## src/hardware_trap_unit_consts.svh

```systemverilog
// Purpose: Constants for the hardware trap unit: trap numbers, flag bits, vector layout
// Assumes: Included by the trap unit files only
// Notes: Flag bit positions and spacing field encoding are local choices
//
// Functional notes
// - A hardware trap forces an immediate non-maskable branch to its vector entry.
// - Each trap occurrence sets its own flag bit in the trap flag register.
// - Pending hardware trap preempts execution unless higher-priority trap service runs; the code also holds any class A trap behind any class A service.
// - During hardware trap service, interrupt and event controller requests are blocked.
// - Class A vectors: 0x0008/02, 0x0010/04, 0x0018/06, 0x0020/08.
// - All class B conditions share vector 0x0028, trap number 0A.
// - Software trap reaches any number 00 to 7F, at current CPU priority.
// - Vector segment register gives the segment part of every vector address.
// - Spacing field scales offsets; default spacing is four bytes.
`ifndef HARDWARE_TRAP_UNIT_CONSTS_SVH
`define HARDWARE_TRAP_UNIT_CONSTS_SVH

// ==========================================================
// Trap numbers
`define TRAP_NUM_RESET 7'h00
`define TRAP_NUM_SYSREQ_ZERO 7'h02
`define TRAP_NUM_STACK_OVER 7'h04
`define TRAP_NUM_STACK_UNDER 7'h06
`define TRAP_NUM_SOFT_BREAK 7'h08
`define TRAP_NUM_CLASS_B 7'h0A

// ==========================================================
// Flag bit positions in the trap flag register
`define FLAG_SYSREQ_ZERO 0
`define FLAG_STACK_OVER 1
`define FLAG_STACK_UNDER 2
`define FLAG_SOFT_BREAK 3
`define FLAG_SYSREQ_ONE 4
`define FLAG_PROT_READ 5
`define FLAG_PROT_WRITE 6
`define FLAG_PROT_EXEC 7
`define FLAG_UNDEF_OPCODE 8
`define FLAG_ACCESS_ERROR 9
`define FLAG_PROT_INSTR 10
`define FLAG_ILLEGAL_OPERAND 11
`define FLAG_COUNT 12
`define FLAG_CLASS_A_LAST 3

// ==========================================================
// Register widths, reset values and vector layout
`define FLAG_REG_WIDTH 16
`define FLAG_REG_RESET 16'h0000
`define SEGMENT_WIDTH 8
`define OFFSET_WIDTH 16
`define SPACING_FIELD_WIDTH 2
`define BASE_SPACING_SHIFT 3'h2

`endif

```

## src/hardware_trap_pkg.sv

```systemverilog
// Purpose: Types shared by the hardware trap unit
// Assumes: Constants header is included first
// Notes: State of the top module is one packed struct
`include "hardware_trap_unit_consts.svh"

package hardware_trap_pkg;

  // Service nesting: class A may sit on top of an interrupted class B service
  typedef enum logic [1:0] {
    SVC_NONE,
    SVC_CLASS_B,
    SVC_CLASS_A,
    SVC_A_OVER_B
  } service_e;

  typedef struct packed {
    logic [`FLAG_COUNT-1:0] flags;
    logic [`FLAG_COUNT-1:0] pend;
    service_e level;
    logic reset_entry;
    logic sw_pend;
    logic [6:0] sw_num;
    logic branch;
    logic hw_priority;
    logic [6:0] trap_number;
    logic [`SEGMENT_WIDTH+`OFFSET_WIDTH-1:0] vector_address;
    logic block_requests;
  } trap_state_s;

endpackage

```

## src/hardware_trap_unit.sv

```systemverilog
// Purpose: Hardware trap detection, flagging, arbitration and vectoring
// Assumes: Trap condition inputs are one-cycle pulses synchronous to clock
// Notes: Core must assert service_end on return from each hardware trap handler
// Notes: Software traps never open a service level, so they need no service_end
// Notes: Flag bits 12 to 15 always read zero
// Notes: A flag set wins over a clear of the same bit in the same cycle
`timescale 1ns/1ns
`include "hardware_trap_unit_consts.svh"

module hardware_trap_unit (
  input wire logic clock,
  input wire logic reset,
  // Class A conditions, one-cycle pulses
  input wire logic system_request_zero,
  input wire logic stack_overflow_event,
  input wire logic stack_underflow_event,
  input wire logic software_break_event,
  // Class B conditions, one-cycle pulses
  input wire logic system_request_one,
  input wire logic [2:0] memory_protection_event,
  input wire logic undefined_opcode_event,
  input wire logic access_error_event,
  input wire logic protected_instruction_fault_event,
  input wire logic illegal_word_operand_event,
  // Software trap instruction from the core
  input wire logic software_trap_request,
  input wire logic [6:0] software_trap_number,
  // Handler return and flag clearing by software
  input wire logic service_end,
  input wire logic flag_clear_strobe,
  input wire logic [`FLAG_REG_WIDTH-1:0] flag_clear_mask,
  // Vector table placement from the CPU control registers
  input wire logic [`SEGMENT_WIDTH-1:0] vector_segment_register,
  input wire logic [`SPACING_FIELD_WIDTH-1:0] vector_spacing_field,
  // Flags and branch request towards the core
  output logic [`FLAG_REG_WIDTH-1:0] trap_flag_register,
  output logic branch_request,
  output logic [`SEGMENT_WIDTH+`OFFSET_WIDTH-1:0] branch_vector,
  output logic [6:0] branch_trap_number,
  output logic branch_at_trap_priority,
  // Service status for the interrupt controller
  output logic interrupt_block,
  output logic trap_in_service
);

  // Registered state and its next value; the struct holds flags, pending
  // causes, service level, the held software trap and the branch outputs
  hardware_trap_pkg::trap_state_s st;
  hardware_trap_pkg::trap_state_s next_st;

  // Arbitration signals, all combinational
  logic [`FLAG_COUNT-1:0] events;
  logic class_a_any;
  logic class_b_any;
  logic [`FLAG_COUNT-1:0] requests;
  hardware_trap_pkg::service_e level_after_end;
  logic take_reset;
  logic take_a;
  logic take_b;
  logic take_sw;
  logic [6:0] sel_num;
  logic [`FLAG_COUNT-1:0] a_grant;
  logic [`SEGMENT_WIDTH+`OFFSET_WIDTH-1:0] sel_vector;

  // ==========================================================
  // Condition inputs gathered in flag order
  // Bit order here fixes the flag layout that software sees
  always_comb begin
    events = '0;
    events[`FLAG_SYSREQ_ZERO] = system_request_zero;
    events[`FLAG_STACK_OVER] = stack_overflow_event;
    events[`FLAG_STACK_UNDER] = stack_underflow_event;
    events[`FLAG_SOFT_BREAK] = software_break_event;
    events[`FLAG_SYSREQ_ONE] = system_request_one;
    events[`FLAG_PROT_READ] = memory_protection_event[0];
    events[`FLAG_PROT_WRITE] = memory_protection_event[1];
    events[`FLAG_PROT_EXEC] = memory_protection_event[2];
    events[`FLAG_UNDEF_OPCODE] = undefined_opcode_event;
    events[`FLAG_ACCESS_ERROR] = access_error_event;
    events[`FLAG_PROT_INSTR] = protected_instruction_fault_event;
    events[`FLAG_ILLEGAL_OPERAND] = illegal_word_operand_event;
  end

  // ==========================================================
  // Arbitration: reset entry, then class A, then class B, then software trap
  // At most one entry is taken per cycle; losers stay pending in st.pend
  // or in the software slot, which a newer software request overwrites while it waits.
  // Class A may interrupt a class B handler but never another class A one;
  // class B waits until every hardware service has ended.
  always_comb begin
    requests = st.pend | events;
    class_a_any = |requests[`FLAG_CLASS_A_LAST:0];
    class_b_any = |requests[`FLAG_COUNT-1:`FLAG_CLASS_A_LAST+1];
    a_grant = '0;
    sel_num = `TRAP_NUM_RESET;

    // A handler return is seen before a new trap is judged, so a waiting
    // trap enters in the same cycle its blocker ends
    case (st.level)
      hardware_trap_pkg::SVC_NONE: level_after_end = st.level;
      hardware_trap_pkg::SVC_CLASS_B: level_after_end = service_end ? hardware_trap_pkg::SVC_NONE : st.level;
      hardware_trap_pkg::SVC_CLASS_A: level_after_end = service_end ? hardware_trap_pkg::SVC_NONE : st.level;
      hardware_trap_pkg::SVC_A_OVER_B: level_after_end = service_end ? hardware_trap_pkg::SVC_CLASS_B : st.level;
      default: level_after_end = hardware_trap_pkg::SVC_NONE;
    endcase
    take_reset = st.reset_entry;
    // Class A waits only behind another class A service
    take_a = !take_reset && class_a_any &&
             (level_after_end == hardware_trap_pkg::SVC_NONE ||
              level_after_end == hardware_trap_pkg::SVC_CLASS_B);
    // Class B waits behind any hardware trap service
    take_b = !take_reset && !take_a && class_b_any &&
             level_after_end == hardware_trap_pkg::SVC_NONE;
    // Software traps run at CPU priority, only when no hardware entry wins
    take_sw = !take_reset && !take_a && !take_b && (st.sw_pend || software_trap_request);

    if (take_a) begin
      // Fixed order inside class A; each condition has its own vector
      if (requests[`FLAG_SYSREQ_ZERO]) begin
        a_grant[`FLAG_SYSREQ_ZERO] = 1'b1;
        sel_num = `TRAP_NUM_SYSREQ_ZERO;
      end else if (requests[`FLAG_STACK_OVER]) begin
        a_grant[`FLAG_STACK_OVER] = 1'b1;
        sel_num = `TRAP_NUM_STACK_OVER;
      end else if (requests[`FLAG_STACK_UNDER]) begin
        a_grant[`FLAG_STACK_UNDER] = 1'b1;
        sel_num = `TRAP_NUM_STACK_UNDER;
      end else begin
        a_grant[`FLAG_SOFT_BREAK] = 1'b1;
        sel_num = `TRAP_NUM_SOFT_BREAK;
      end
    end else if (take_b) begin
      sel_num = `TRAP_NUM_CLASS_B;
    end else if (take_sw) begin
      sel_num = st.sw_pend ? st.sw_num : software_trap_number;
    end
  end

  // One shared calculator; only the winner's number reaches it
  trap_vector_calc vector_calc (
    .trap_number(sel_num),
    .spacing_field(vector_spacing_field),
    .segment(vector_segment_register),
    .vector_address(sel_vector)
  );

  // ==========================================================
  // Next state
  always_comb begin
    next_st = st;
    next_st.branch = 1'b0;
    // Set wins over a clear arriving in the same cycle
    next_st.flags = (st.flags & ~(flag_clear_strobe ? flag_clear_mask[`FLAG_COUNT-1:0] : '0)) | events;
    // Granted class A cause leaves the pending set; the others keep waiting
    next_st.pend = requests & ~a_grant;
    next_st.level = level_after_end;

    // Only the winner of arbitration touches the branch and priority state
    if (take_reset) begin
      next_st.reset_entry = 1'b0;
      next_st.branch = 1'b1;
      next_st.hw_priority = 1'b1;
    end else if (take_a) begin
      next_st.branch = 1'b1;
      next_st.hw_priority = 1'b1;
      // On top of class B the level remembers the interrupted service
      next_st.level = (level_after_end == hardware_trap_pkg::SVC_CLASS_B) ?
                      hardware_trap_pkg::SVC_A_OVER_B : hardware_trap_pkg::SVC_CLASS_A;
    end else if (take_b) begin
      // One entry serves every waiting class B cause; flags tell them apart
      next_st.pend[`FLAG_COUNT-1:`FLAG_CLASS_A_LAST+1] = '0;
      next_st.branch = 1'b1;
      next_st.hw_priority = 1'b1;
      next_st.level = hardware_trap_pkg::SVC_CLASS_B;
    end else if (take_sw) begin
      // Software entries leave service level and block untouched
      next_st.branch = 1'b1;
      next_st.hw_priority = 1'b0;
      next_st.sw_pend = 1'b0;
    end

    // A software trap not served this cycle is held, not dropped; a fresh
    // request that meets the service of an older held one takes the slot
    if (software_trap_request && !(take_sw && !st.sw_pend)) begin
      next_st.sw_pend = 1'b1;
      next_st.sw_num = software_trap_number;
    end

    // Vector and number hold until the next branch for a late reader
    if (next_st.branch) begin
      next_st.trap_number = sel_num;
      next_st.vector_address = sel_vector;
    end
    // Block follows the next level so it rises with the entry branch
    next_st.block_requests = next_st.level != hardware_trap_pkg::SVC_NONE;
  end

  // ==========================================================
  // State register; reset arms the reset entry
  // Reset is synchronous, so the reset branch follows the first edge after release
  always_ff @(posedge clock) begin
    if (reset) begin
      st <= '0;
      st.level <= hardware_trap_pkg::SVC_NONE;
      st.reset_entry <= 1'b1;
    end else begin
      st <= next_st;
    end
  end

  // ==========================================================
  // Outputs, all straight from the state register
  // trap_in_service mirrors interrupt_block so that the interrupt
  // controller and the core can be wired separately
  always_comb begin
    trap_flag_register = `FLAG_REG_RESET;
    trap_flag_register[`FLAG_COUNT-1:0] = st.flags;
    branch_request = st.branch;
    branch_vector = st.vector_address;
    branch_trap_number = st.trap_number;
    branch_at_trap_priority = st.hw_priority;
    interrupt_block = st.block_requests;
    trap_in_service = st.block_requests;
  end

endmodule

```

## src/trap_vector_calc.sv

```systemverilog
// Purpose: Turns a trap number into a full vector address
// Assumes: Spacing field 0 means four bytes, each step doubles it
// Notes: Pure combinational, no state
`timescale 1ns/1ns
`include "hardware_trap_unit_consts.svh"

module trap_vector_calc (
  input wire logic [6:0] trap_number,
  input wire logic [`SPACING_FIELD_WIDTH-1:0] spacing_field,
  input wire logic [`SEGMENT_WIDTH-1:0] segment,
  output logic [`SEGMENT_WIDTH+`OFFSET_WIDTH-1:0] vector_address
);

  logic [2:0] shift;
  logic [`OFFSET_WIDTH-1:0] offset;

  // ==========================================================
  // Offset scales with spacing; 7-bit number shifted at most 5 fits 16 bits
  always_comb begin
    shift = 3'({1'b0, spacing_field}) + `BASE_SPACING_SHIFT;
    offset = 16'(trap_number) << shift;
    vector_address = {segment, offset};
  end

endmodule

```

## config.mk

```make
export PLATFORM = sky130hd
export DESIGN_NAME = hardware_trap_unit
export DESIGN_NICKNAME = d
export VERILOG_FILES = /design/src/hardware_trap_pkg.sv /design/src/hardware_trap_unit.sv /design/src/trap_vector_calc.sv
export VERILOG_INCLUDE_DIRS = /design/src
export SDC_FILE = /design/constraint.sdc
export NUM_CORES = 1
export LEC_CHECK = 0
export ABC_AREA = 1
export BUFFER_PORTS_ARGS = -buffer_cell sky130_fd_sc_hd__clkbuf_2
export CAP_MARGIN = 5
export CORE_ASPECT_RATIO = 1.2
export CORE_MARGIN = 4
export CORE_UTILIZATION = 40
export DETAILED_ROUTE_END_ITERATION = 8
export PLACE_DENSITY = 0.65
export SKIP_CTS_REPAIR_TIMING = 1
export SLEW_MARGIN = 20
export SYNTH_ARGS = -nofsm -noshare
export SYNTH_HDL_FRONTEND = slang
export SYNTH_SLANG_ARGS = --single-unit
```

## constraint.sdc

```tcl
create_clock -name clock -period 2.69 [get_ports clock]
set_input_delay 0.4035 -clock clock [delete_from_list [all_inputs] [get_ports clock]]
set_output_delay 0.4035 -clock clock [all_outputs]
set_load 0.01 [all_outputs]
```

==> After elaboration in Yosys (flattened, before gate mapping) <==
Index checks and enable logic that the tools add are counted.
Widths: inputs -> output; s select.
{ "totals": {"register_bits": 69, "inputBits": 50, "word_cells": 87} }
{ "classes": {"addsub": 1, "n_eq_ne": 7, "shift": 1, "muxes": 36, "bitwise_logic": 6, "n_reduce_logical": 25} }
{ "op_table": {"columns": ["operator", "n"], "rows": [
  ["$mux 43", 1],
  ["$mux 8", 4],
  ["$mux 31", 1],
  ["$mux 7", 4],
  ["$and 12x12->12", 2],
  ["$or 12x12->12", 2],
  ["$mux 2", 10],
  ["$mux 4", 4],
  ["$shl 7x3->16", 1],
  ["$mux 12", 1],
  ["$not 12->12", 1],
  ["$not 4->12", 1],
  ["$logic_and 1x1->1", 9],
  ["$mux 1", 9],
  ["$reduce_or 8->1", 1],
  ["$ne 2x1->1 const B", 3],
  ["$pmux 2 s3", 1],
  ["$logic_not 1->1", 5],
  ["$eq 2x1->1 const B", 2],
  ["$eq 2x2->1 const B", 2],
  ["$logic_not 2->1", 2],
  ["$reduce_and 4->1", 1],
  ["$reduce_bool 2->1", 2],
  ["$reduce_bool 4->1", 1],
  ["other kinds (5)", 6]
]} }

==> Logic depth before layout (Yosys ltp) <==
Gate-level depths: netlist of run 1.
{ "depth": {"word_depth": 19, "ltp_mapped": 15, "depth_no_buf": 14} }

==> By module <==
A second synthesis of run 1 with hierarchy kept.
{ "hier_totals": {"cells_unflattened": 468, "area_unflattened_um2": 3377.0} }
{ "by_module_without_submodules": {"columns": ["mod", "n_inst", "cells_per_inst", "area_each_um2", "seq_area_each_um2"], "rows": [
  ["hardware_trap_unit", 1, 406, 3034.2, 1381.3],
  ["trap_vector_calc", 1, 62, 342.8, 0.0]
]} }

==> Worst setup path before layout of run 1 <==
No wires, ideal clock.
{ "synth_path": {"kind": "register to register", "from": "register st[43] in the netlist's numbering", "to": "register st (netlist bit branch_trap_number[3])", "setup_time_ns": 0.109, "t_arrival_ns": 1.884, "setup_slack_ns": 0.697, "stages_incl_launch_ff": 16, "synth_period_minus_slack_ns": 1.993, "cell_sequence": "dfxtp_1 inv_1 ha_1 nand2_2 nand2_2 a21boi_4 nand2_2 o21ai_4 nor2_8 nand2_8 inv_4 buf_8 nand2_1 nand4_1 nand2_1 inv_1"} }
{ "synth_between": {"elab_chain_cells": 17, "word_cells_on_any_way": 26} }
{ "synth_lines": {"columns": ["element", "line", "source"], "rows": [
  ["start: declaration", "hardware_trap_unit.sv:48", "hardware_trap_pkg::trap_state_s st;"],
  ["start signal: assignment", "hardware_trap_unit.sv:207", "st <= next_st;"],
  ["$eq 2x2->1 / $eq 2x1->1 (equally long branches)", "hardware_trap_unit.sv:99", "case (st.level)"],
  ["$reduce_or 2->1 (no source line)", null, null],
  ["$pmux 2 s3 (*)", "hardware_trap_unit.sv:99", null],
  ["$eq 2x1->1 / $logic_not 2->1 (equally long branches)", "hardware_trap_unit.sv:110, hardware_trap_unit.sv:109, hardware_trap_unit.sv:113", null],
  ["$logic_or 1x1->1", "hardware_trap_unit.sv:109", "(level_after_end == hardware_trap_pkg::SVC_NONE ||"],
  ["$logic_and 1x1->1", "hardware_trap_unit.sv:108", "take_a = !take_reset && class_a_any &&"],
  ["$logic_not 1->1", "hardware_trap_unit.sv:112, hardware_trap_unit.sv:115", null],
  ["$logic_and 1x1->1", "hardware_trap_unit.sv:112, hardware_trap_unit.sv:115", null],
  ["$logic_and 1x1->1 (2 in a row)", "hardware_trap_unit.sv:112", "take_b = !take_reset && !take_a && class_b_any &&"],
  ["$logic_not 1->1", "hardware_trap_unit.sv:115", "take_sw = !take_reset && !take_a && !take_b && (st.sw_pend || software_trap_request);"],
  ["$logic_and 1x1->1 (2 in a row)", "hardware_trap_unit.sv:115", null],
  ["$mux 2", "hardware_trap_unit.sv:175", "end else if (take_sw) begin"],
  ["$mux 2", "hardware_trap_unit.sv:169", "end else if (take_b) begin"],
  ["$mux 2", "hardware_trap_unit.sv:163", "end else if (take_a) begin"],
  ["$mux 2", "hardware_trap_unit.sv:159", "if (take_reset) begin"]
]} }
Mark *: on every way between the ends. The rest lies on a longest branch, timed or not. The select of a mux whose other input is x is not followed.
A chain may end at the register's enable or synchronous reset.

==> Worst setup path in the final report of run 1 <==
{ "layout_path": {"from": "register st[43] in the netlist's numbering", "to": "register st (netlist bit branch_vector[8])"} }
{ "layout_between": {"elab_chain_cells": 17, "word_cells_on_any_way": 27} }
{ "layout_lines": {"columns": ["element", "line"], "rows": [
  ["$eq 2x2->1 / $eq 2x1->1 (equally long branches)", "hardware_trap_unit.sv:99"],
  ["$reduce_or 2->1 (no source line)", null],
  ["$pmux 2 s3 (*)", "hardware_trap_unit.sv:99"],
  ["$eq 2x1->1 / $logic_not 2->1 (equally long branches)", "hardware_trap_unit.sv:110, hardware_trap_unit.sv:109, hardware_trap_unit.sv:113"],
  ["$logic_or 1x1->1", "hardware_trap_unit.sv:109"],
  ["$logic_and 1x1->1", "hardware_trap_unit.sv:108"],
  ["$logic_not 1->1", "hardware_trap_unit.sv:112, hardware_trap_unit.sv:115"],
  ["$logic_and 1x1->1", "hardware_trap_unit.sv:112, hardware_trap_unit.sv:115"],
  ["$logic_and 1x1->1 (2 in a row)", "hardware_trap_unit.sv:112"],
  ["$logic_not 1->1", "hardware_trap_unit.sv:115"],
  ["$logic_and 1x1->1 (2 in a row)", "hardware_trap_unit.sv:115"],
  ["$mux 7 / $mux 2 (equally long branches)", "hardware_trap_unit.sv:134, hardware_trap_unit.sv:175"],
  ["$mux 7 / $mux 2 (equally long branches)", "hardware_trap_unit.sv:132, hardware_trap_unit.sv:169"],
  ["$mux 7 / $mux 2 (equally long branches)", "hardware_trap_unit.sv:117, hardware_trap_unit.sv:163"],
  ["$shl 7x3->16 / $mux 2 (equally long branches)", "trap_vector_calc.sv:21, hardware_trap_unit.sv:159"]
]} }
Marks and branches as above.

==> impl_metrics.csv, run 1 <==
group,metric,value,unit
layout,final.fill_count,809,
sta,finalMaxSlewViolations,0,
sta,relSlewSlack,0.590,
worst_setup_path,required,2950,ps
worst_setup_path,start_kind,"flop",
synthesis,synth.most_common_cell,"nand2_1",
cts,cts_sinks,67,
synthesis,synthMuxAreaShare,0,
die,core.rowCount,35,
global_route,grt_pass1_wl,10700,µm
sta,fin_crit,2260,ps
synthesis,synth-xor-area-share,0,
worst_setup_path,critPathKind,"flop to flop",
sta,totalNegativeSetupSlack,0,ps
power_and_ir_drop,ir_worst_vdd,0.000321,V
drt,wl,6600,µm
power_and_ir_drop,swShare,0.265,
worst_setup_path,crit_path_max_fanout,24,
synthesis,ys_seq_area_frac,0.424,
synthesis,yosys_warnings,0,
global_route,first_global_vias,2446,
cts,cts_tree,"built",
run,maxCapViolCount,0,
cts,cts_buffer_depth,2,
worst_hold_path,min_path_type,"primary input to flop",
drt,first_pass_iters,4,
global_route,grt.overflow.total,0,
cts,cts_buffers,9,
global_route,grt.total_usage,0.145,
power_and_ir_drop,p_int,0.00162,W
die,die_x,89.2,µm
cts,path_clk_slew,70,ps
cts,clkLatencyLatePin,340,ps
synthesis,yosys.cell_types.count,33,
die,dieArea,0.00940,mm²
layout,layout.nets,512,
synthesis,synthAdderAreaFrac,0.00791,
layout,post-route-util,0.456,
cts,root_buffer,"clkbuf_8",
run_status,status,"complete, no violations",
synthesis,synth_top_area_frac,0.424,
power_and_ir_drop,cellPowerDensity,626,mW/mm²
worst_setup_path,crit_chain,"inv_1 -> ha_1 -> nand2_2 -> nand3_1 -> nand2_2 -> a21oi_4 -> o21ai_4 -> nor2_8 -> nand2_8 -> inv_4 -> nand2_1 -> a21boi_1 -> a21oi_1",
synthesis,async_flop_share,0,
power_and_ir_drop,p_sw,0.000583,W
drt,ant_nets,0,
synthesis,synth_area_leader_cell,"dfxtp_1",
global_route,grt_start_max_net_pins,40,
worst_setup_path,crit_buf_inv,2,
synthesis,synthSimpleGateAreaFrac,0.250,
global_route,antenna_found_initial,0,
sta,final_hold_viol_count,0,
power_and_ir_drop,seqPwrFrac,0.492,
sta,finClkSkew,8.49,ps
global_route,gr-usage-met3,0.0469,
sta,min_period_over_period,0.838,
power_and_ir_drop,pwr-share-clk,0.374,
placement,placed_cell_area,0.00332,mm²
synthesis,synth_area_leaders,"dfxtp_1, buf_4, nand2_1",
drt,viasPerCell,4.62,
sta,rsz0062_at_grt,"false",
drt,drc_errors,0,
worst_setup_path,critPathArrivalTime,2520,ps
layout,design_area,0.00351,mm²
sta,fin_hold_ws,288,ps
sta,timing.fmax,0.443,GHz
layout,area_growth,11.0,%
worst_setup_path,critPathMaxStageDelay,400,ps
layout,drive_gt1_frac,0.295,
worst_setup_path,endpoint_kind,"flop",
placement,dp.final_hpwl,4900,µm
sta,setup-violations-final,0,
die,initial_core_util,0.411,
synthesis,synth-compound-area-share,0.124,
synthesis,ys_ff_latch,67,
worst_setup_path,crit_slowest_cell,"dfxtp_1",
synthesis,synth_top_family_by_area,"simple AND/OR/NAND/NOR gates",
global_route,globalRouteMet1Util,0.162,
cts,cts_max_level,3,
drt,detail_route.iter0.violations,88,
layout,diodes,0,
global_route,grt_most_used_layer,"met2",
drt,wl_per_cell,11.9,µm
die,die_y,105,µm
synthesis,synth_area,0.00316,mm²
power_and_ir_drop,p_leak,1.75,nW
synthesis,synth-edff-count,0,
worst_setup_path,cpMostUsedCell,"nand2_2",
sta,worstMarginPinSlew,614,ps
synthesis,syn_avg_cell_area,7.64,µm²
placement,portBuffers,90,
worst_setup_path,cp_top_family,"simple AND/OR/NAND/NOR gates",
synthesis,synth_cells,414,
placement,gp_congestion,0.852,
power_and_ir_drop,pwr-share-comb,0.134,
synthesis,synthTopCellsByCount,"nand2_1, dfxtp_1, buf_4",
synthesis,synth_ff_type,"dfxtp_1",
global_route,grt_use_met2,0.247,
die,ioPinCount,101,
drt,vias,2575,
die,core,0.00771,mm²
==> logic make-up after synthesis <==
logic type,count (synthesis)
buf+inv,106
compound gates,68
fa+ha+maj,2
other cells,1
simple gates,170
flops,67
==> cell usage in the layout (no fill, tap or decap), types with 9 or more instances in the layout <==
cell	synthesis	layout
clkbuf_2	0	90
nand2_1	89	89
dfxtp_1	67	67
a21oi_1	43	43
inv_1	36	36
nor2_1	31	31
nand3_1	18	18
o21ai_0	14	14
nand2_2	11	11
clkbuf_8	0	10
nand4_1	9	9
==> worst reg2reg max path: cells and delay by family (launching register included) <==
| family | cells | cell delay [ps] |
|---|---|---|
| AO/OA/AOI/OAI | 4 | 590 |
| adder cells (fa/ha/maj) | 1 | 290 |
| buffers and inverters | 2 | 300 |
| flip-flops | 1 | 400 |
| AND/OR/NAND/NOR | 6 | 610 |
==> state kept, by name, indices dropped and copies added (netlist names) <==
| signal | cells |
|---|---|
| take_reset | 1 |
| st | 22 |
| branch_request | 1 |
| branch_vector | 22 |
| trap_flag_register | 12 |
| interrupt_block | 1 |
| branch_trap_number | 7 |
| branch_at_trap_priority | 1 |
==> power by group through the flow <==
stage | clock network (W) | registers [W] | logic [W]
2_1_floorplan | 0 | 0.00110 | 0.000242
3_3_place_gp | 0 | 0.00110 | 0.000291
3_5_place_dp | 0 | 0.00111 | 0.000297
4_1_cts | 0.000852 | 0.00108 | 0.000299
5_1_grt | 0.000887 | 0.00109 | 0.000339
6_report | 0.000821 | 0.00108 | 0.000295
==> metrics by stage <==
step | worst slack, ps | power, W | instances
after global placement | 473 | 0.00139 | 541
after CTS | 400 | 0.00223 | 557
after floorplan | 697 | 0.00134 | 419
after detailed placement | 422 | 0.00140 | 541
final | 435 | 0.00220 | 557
after global routing | 235 | 0.00231 | 557
==> path summary, 6_finish.rpt <==
path	from	slack (ps)	end	cells past startpoint
min reg2reg	branch_vector[13]	440	branch_vector[13]	2
max	st[43]	430	branch_vector[8]	13
min	vector_segment_register[4]	290	branch_vector[20]	3
max reg2reg	st[43]	430	branch_vector[8]	13
==> layer usage <==
metal	routed length [µm]	part of all wire
met5	0	0
met4	141	0.021
met3	584	0.088
met2	3080	0.47
met1	2800	0.42
==> area by class of cell <==
class	instances	area (µm²)	area share
Tap cell	92	115	0.0328
Inverter	44	168	0.0477
Clock inverter	5	52.6	0.0150
Clock buffer	11	141	0.0403
Multi-Input combinational cell	246	1230	0.350
Timing Repair Buffer	92	465	0.133
Sequential cell	67	1340	0.382
(Power assumes the default switching activity.)
==> run 2: changes to the inputs <==
Settings changed: PLACE_DENSITY 0.65 to 0.68.
Clock period 2.69 ns to 2 ns, I/O delays scaled along.
==> run 2 against run 1 <==
The flow now finishes with violations (setup timing). Core utilization is 4.7 points higher. Design area is 10% higher. Clock skew is 1.9 ps lower. First-iteration DRC count is 6.8% lower. Worst setup slack worse by 480 ps. Register-to-register slack worse by 480 ps. Wire length is 7.7% higher. Non-clock buffer count is 21 higher. Die area stayed put.
==> impl_metrics.csv, run 2 (synthesis gave the netlist of run 1 again) <==
group,metric,value,unit
placement,placed_cell_area,0.00340,mm²
cts,root_buffer,"clkbuf_8",
worst_hold_path,min_path_type,"primary input to flop",
sta,finClkSkew,6.56,ps
die,die_y,105,µm
drt,ant_nets,0,
power_and_ir_drop,p_leak,1.93,nW
global_route,grt_most_used_layer,"met2",
cts,cts_tree,"built",
sta,fin_crit,2040,ps
layout,area_growth,22.4,%
worst_setup_path,critPathArrivalTime,2320,ps
worst_setup_path,crit_path_max_fanout,14,
drt,viasPerCell,4.69,
sta,final_hold_viol_count,0,
layout,diodes,0,
global_route,grt_use_met2,0.246,
worst_setup_path,required,2280,ps
layout,drive_gt1_frac,0.383,
drt,drc_errors,0,
cts,cts_buffers,9,
drt,first_pass_iters,5,
layout,final_cell_mix,"clkbuf_2, nand2_1, dfxtp_1, a21oi_1, inv_1",
sta,timing.fmax,0.489,GHz
power_and_ir_drop,ir_worst_vdd,0.000489,V
sta,finalMaxSlewViolations,0,
placement,gp_congestion,0.907,
placement,portBuffers,90,
layout,layout.nets,535,
global_route,gr-usage-met3,0.0399,
worst_setup_path,start_kind,"flop",
placement,dp.final_hpwl,5130,µm
global_route,grt.total_usage,0.149,
global_route,globalRouteMet1Util,0.172,
sta,worstMarginPinSlew,589,ps
global_route,first_global_vias,2515,
sta,min_period_over_period,1.02,
global_route,grt.overflow.total,0,
drt,vias,2713,
sta,worst_slack,-43.4,ps
sta,fin_hold_ws,189,ps
cts,cts_max_level,3,
cts,cts_sinks,67,
global_route,antenna_found_initial,0,
drt,wl_per_cell,12.3,µm
cts,cts_buffer_depth,2,
drt,detail_route.iter0.violations,82,
global_route,grt_start_max_net_pins,40,
sta,setup-violations-final,9,
run_status,status,"finished, violations left",
run,maxCapViolCount,0,
worst_setup_path,endpoint_kind,"flop",
layout,design_area,0.00387,mm²
die,core.rowCount,35,
die,initial_core_util,0.411,
run_status,violations,"setup timing",
cts,path_clk_slew,70,ps
die,ioPinCount,101,
drt,wl,7110,µm
die,dieArea,0.00940,mm²
die,die_x,89.2,µm
layout,layout_commonest_cell,"clkbuf_2",
sta,rsz0062_at_grt,"true",
worst_setup_path,critPathKind,"flop to flop",
cts,clkLatencyLatePin,340,ps
global_route,grt_pass1_wl,10900,µm
sta,relSlewSlack,0.606,
power_and_ir_drop,cellPowerDensity,751,mW/mm²
die,core,0.00771,mm²
## run 2: changes by cell type in the layout (fill, tap and decap cells not counted), moves of 3 or more
| cell | previous run | this run |
|---|---|---|
| a21oi_1 | 43 | 39 |
| o21ai_1 | 4 | 7 |
| nor2_1 | 31 | 28 |
| a21oi_2 | 0 | 4 |
| nand2_1 | 89 | 80 |
| o21ai_0 | 14 | 9 |
| nor2_4 | 2 | 6 |
| buf_4 | 2 | 18 |
| inv_2 | 6 | 9 |
| nand2_4 | 0 | 7 |
| inv_1 | 36 | 33 |
## run 2: layer usage
layer	routed length [µm]	share of wire
met1	2850	0.40
met2	3460	0.49
met5	0	0
met4	194	0.027
met3	603	0.085
## run 2: area by class of cell
class	count	area [µm²]
Clock inverter	2	12.5
Timing Repair Buffer	113	663
Timing Repair inverter	1	8.76
Inverter	44	178
Tap cell	92	115
Multi-Input combinational cell	247	1400
Sequential cell	67	1340
Fill cell	755	3830
Clock buffer	12	155
## run 2: worst max-delay path, cell delays in order, from the launching register on
cell	delay, ps
dfxtp_2	330
buf_4	150
ha_4	150
nand2_1	100
nand3_4	90
nand2_4	110
nand2_2	80
o21ai_4	170
buf_12	150
nor2_8	60
nor2_4	280
buf_4	170
a21oi_1	30
nor2_1	90
## run 2: final timing paths
check | from | end | slack [ps] | depth (start not counted)
max | st[44] | st[41] | -40 | 13
min | vector_segment_register[6] | branch_vector[22] | 190 | 3
max reg2reg | st[44] | st[41] | -40 | 13
min reg2reg | branch_vector[0] | branch_vector[0] | 440 | 2
## run 2: metrics by stage
stage / instances / utilization / total power, W / setup WS (ps) / setup TNS, ps
3_5_place_dp: 552 / 0.441 / 0.00190 / -87.8 / -937
4_1_cts: 566 / 0.463 / 0.00290 / -94.2 / -1220
5_1_grt: 578 / 0.502 / 0.00307 / -153 / -2560
6_report: 578 / 0.502 / 0.00291 / -43.4 / -175
3_3_place_gp: 552 / 0.441 / 0.00189 / -6.96 / -14.8
2_1_floorplan: 419 / - / 0.00181 / 6.93 / 0
## run 2: power breakdown
part	internal (W)	total [W]	switching, W
sequential	0.00142	0.00146	0.0000420
combinational	0.000190	0.000471	0.000281
clock	0.000502	0.000976	0.000474
total	0.00211	0.00291	0.000798
==> run 3: changes to the inputs <==
Settings changed: PLACE_DENSITY 0.68 to 0.67, SYNTH_HIERARCHICAL from default to 1.
Clock period 2 ns to 1.7 ns, I/O delays scaled along.
==> run 3 against run 2 <==
The flow still finishes with violations (setup timing). Global-route usage up 0.070 points. Register-to-register slack worse by 280 ps. Non-clock buffer count up 13. Critical path depth up 2. Clock power up 53%. Worst setup slack worse by 280 ps. Cell count up 13%. Largest power group unchanged.
==> impl_metrics.csv, run 3 <==
group,metric,value,unit
drt,wl_per_cell,11.2,µm
drt,viasPerCell,4.50,
run_status,status,"finished, violations left",
layout,final.fill_count,843,
layout,drive_gt1_frac,0.388,
global_route,grt_start_max_net_pins,30,
drt,drc_errors,0,
global_route,first_global_vias,2768,
die,ioPinCount,101,
worst_setup_path,required,1980,ps
synthesis,yosys_warnings,6,
worst_setup_path,critPathArrivalTime,2310,ps
cts,path_clk_slew,80,ps
synthesis,synth_ff_type,"dfxtp_1",
cts,cts_buffers,9,
die,initial_core_util,0.412,
power_and_ir_drop,swShare,0.285,
global_route,grt.overflow.total,0,
placement,gp_congestion,0.796,
sta,finalMaxSlewViolations,0,
placement,portBuffers,92,
layout,instances_no_fill,652,
placement,dp_cells,632,
die,core.rowCount,36,
die,dieArea,0.00998,mm²
cts,cts_max_level,3,
synthesis,synthTopCellsByCount,"nand2_1, dfxtp_1, buf_4",
cts,cts_buffer_depth,2,
worst_setup_path,critPathKind,"flop to flop",
synthesis,synth-edff-count,0,
layout,register_area,0.00138,mm²
sta,min_period_over_period,1.19,
sta,fin_crit,2020,ps
worst_setup_path,crit_path_max_fanout,6,
global_route,grt.total_usage,0.150,
worst_setup_path,endpoint_kind,"flop",
cts,cts_tree,"built",
power_and_ir_drop,ir_worst_vdd,0.000613,V
sta,relSlewSlack,0.621,
placement,dp.final_hpwl,5520,µm
drt,first_pass_iters,4,
sta,worstMarginPinSlew,568,ps
drt,ant_nets,0,
layout,largest_reg_flops,24,
layout,layout_commonest_cell,"nand2_1",
power_and_ir_drop,pwr-share-comb,0.191,
power_and_ir_drop,pwr-share-clk,0.368,
sta,final_hold_viol_count,0,
synthesis,syn_avg_cell_area,7.22,µm²
synthesis,ys_seq_area_frac,0.409,
cts,root_buffer,"clkbuf_8",
synthesis,async_flop_share,0,
sta,finClkSkew,10.4,ps
layout,layout.nets,585,
synthesis,ys_ff_latch,69,
power_and_ir_drop,cellPowerDensity,977,mW/mm²
synthesis,synth_area_leaders,"dfxtp_1, nand2_1, buf_4",
layout,area_growth,22.9,%
sta,setup-violations-final,51,
placement,placed_cell_area,0.00371,mm²
die,die_x,91.9,µm
layout,final_cell_mix,"nand2_1, clkbuf_2, dfxtp_1, nor2_1, a21oi_1",
layout,design_area,0.00415,mm²
worst_hold_path,min_path_type,"primary input to flop",
drt,vias,2933,
synthesis,synth_cells,468,
synthesis,synth_area_leader_cell,"dfxtp_1",
power_and_ir_drop,p_leak,2.06,nW
sta,timing.fmax,0.494,GHz
power_and_ir_drop,p_int,0.00290,W
synthesis,synth_top_area_frac,0.409,
run,maxCapViolCount,0,
synthesis,yosys.cell_types.count,28,
cts,cts_sinks,69,
die,core,0.00820,mm²
synthesis,synth_area,0.00338,mm²
run_status,violations,"setup timing",
synthesis,synth.most_common_cell,"nand2_1",
drt,detail_route.iter0.violations,64,
drt,wl,7320,µm
global_route,grt_pass1_wl,12100,µm
layout,multi_input_area,0.00149,mm²
cts,clkLatencyLatePin,350,ps
global_route,antenna_found_initial,0,
power_and_ir_drop,p_sw,0.00116,W
worst_setup_path,start_kind,"flop",
layout,diodes,0,
power_and_ir_drop,seqPwrFrac,0.441,
sta,rsz0062_at_grt,"true",
sta,worst_slack,-323,ps
die,die_y,109,µm
==> run 3: cell types whose count changed after synthesis, sizes merged, moves of 3 or more <==
cell and change:
o21ai -6, inv -8, nor2 +15, a21boi -3
a21oi +3, nand2 +32, buf +20
==> run 3: stage by stage <==
step	total power, W	utilization	setup TNS, ps	setup WS (ps)	hold WS, ps
6_report	0.00406	0.506	-10190	-323	132
5_1_grt	0.00427	0.506	-16070	-463	134
4_1_cts	0.00401	0.480	-8670	-334	115
3_5_place_dp	0.00251	0.453	-8230	-325	453
3_3_place_gp	0.00248	0.453	-6250	-254	445
2_1_floorplan	0.00234	-	-1890	-183	283
==> run 3: area by class of cell <==
cell class / count / share of cell area
Clock inverter: 7 / 0.0238
Multi-Input combinational cell: 292 / 0.358
Inverter: 35 / 0.0341
Tap cell: 114 / 0.0344
Timing Repair Buffer: 126 / 0.186
Clock buffer: 9 / 0.0299
Sequential cell: 69 / 0.334
==> run 3: routing by layer <==
layer | track usage | wire [µm] | vias to the layer above | part of all wire
met5 | 0 | 0 | - | 0
met4 | 0.0711 | 123 | 0 | 0.017
met3 | 0.0393 | 405 | 8 | 0.055
met2 | 0.269 | 3800 | 58 | 0.52
met1 | 0.166 | 2990 | 1341 | 0.41
li1 | - | - | 1526 | -
==> run 3: cells by family after synthesis <==
logic type / Yosys count / synth area share
other: 2 / 0.00222
AOI/OAI and AO/OA: 61 / 0.0941
and+or+nand+nor: 219 / 0.269
DFF: 69 / 0.409
adders and majority gates: 2 / 0.00741
buffers and inverters: 115 / 0.219
==> run 3: path summary, 6_finish.rpt <==
path                         startpoint                endpoint  slack, ps  cells past startpoint
min reg2reg            branch_vector[0]        branch_vector[0]        460                      2
min          illegal_word_operand_event  trap_flag_register[11]        130                      3
max                              st[43]        branch_vector[6]       -320                     15
max reg2reg                      st[43]        branch_vector[6]       -320                     15
==> run 3: critical path: stages (launching register included) <==
cell and delay [ps]:
dfxtp_2 340, inv_2 50, ha_4 250, inv_2 30
o21ai_2 140, nand2_2 100, a21oi_4 230, clkbuf_16 190
nand4_1 100, nand3_2 110, inv_2 50, nand2_2 70
nand3_2 70, nand2_1 60, nand2_1 50, a21oi_1 120
==> run 3: power by group through the flow <==
stage / clock [W] / sequential, W / combinational, W
6_report: 0.00149 / 0.00179 / 0.000773
5_1_grt: 0.00160 / 0.00180 / 0.000863
4_1_cts: 0.00154 / 0.00179 / 0.000683
3_5_place_dp: 0 / 0.00183 / 0.000681
3_3_place_gp: 0 / 0.00182 / 0.000662
2_1_floorplan: 0 / 0.00181 / 0.000526
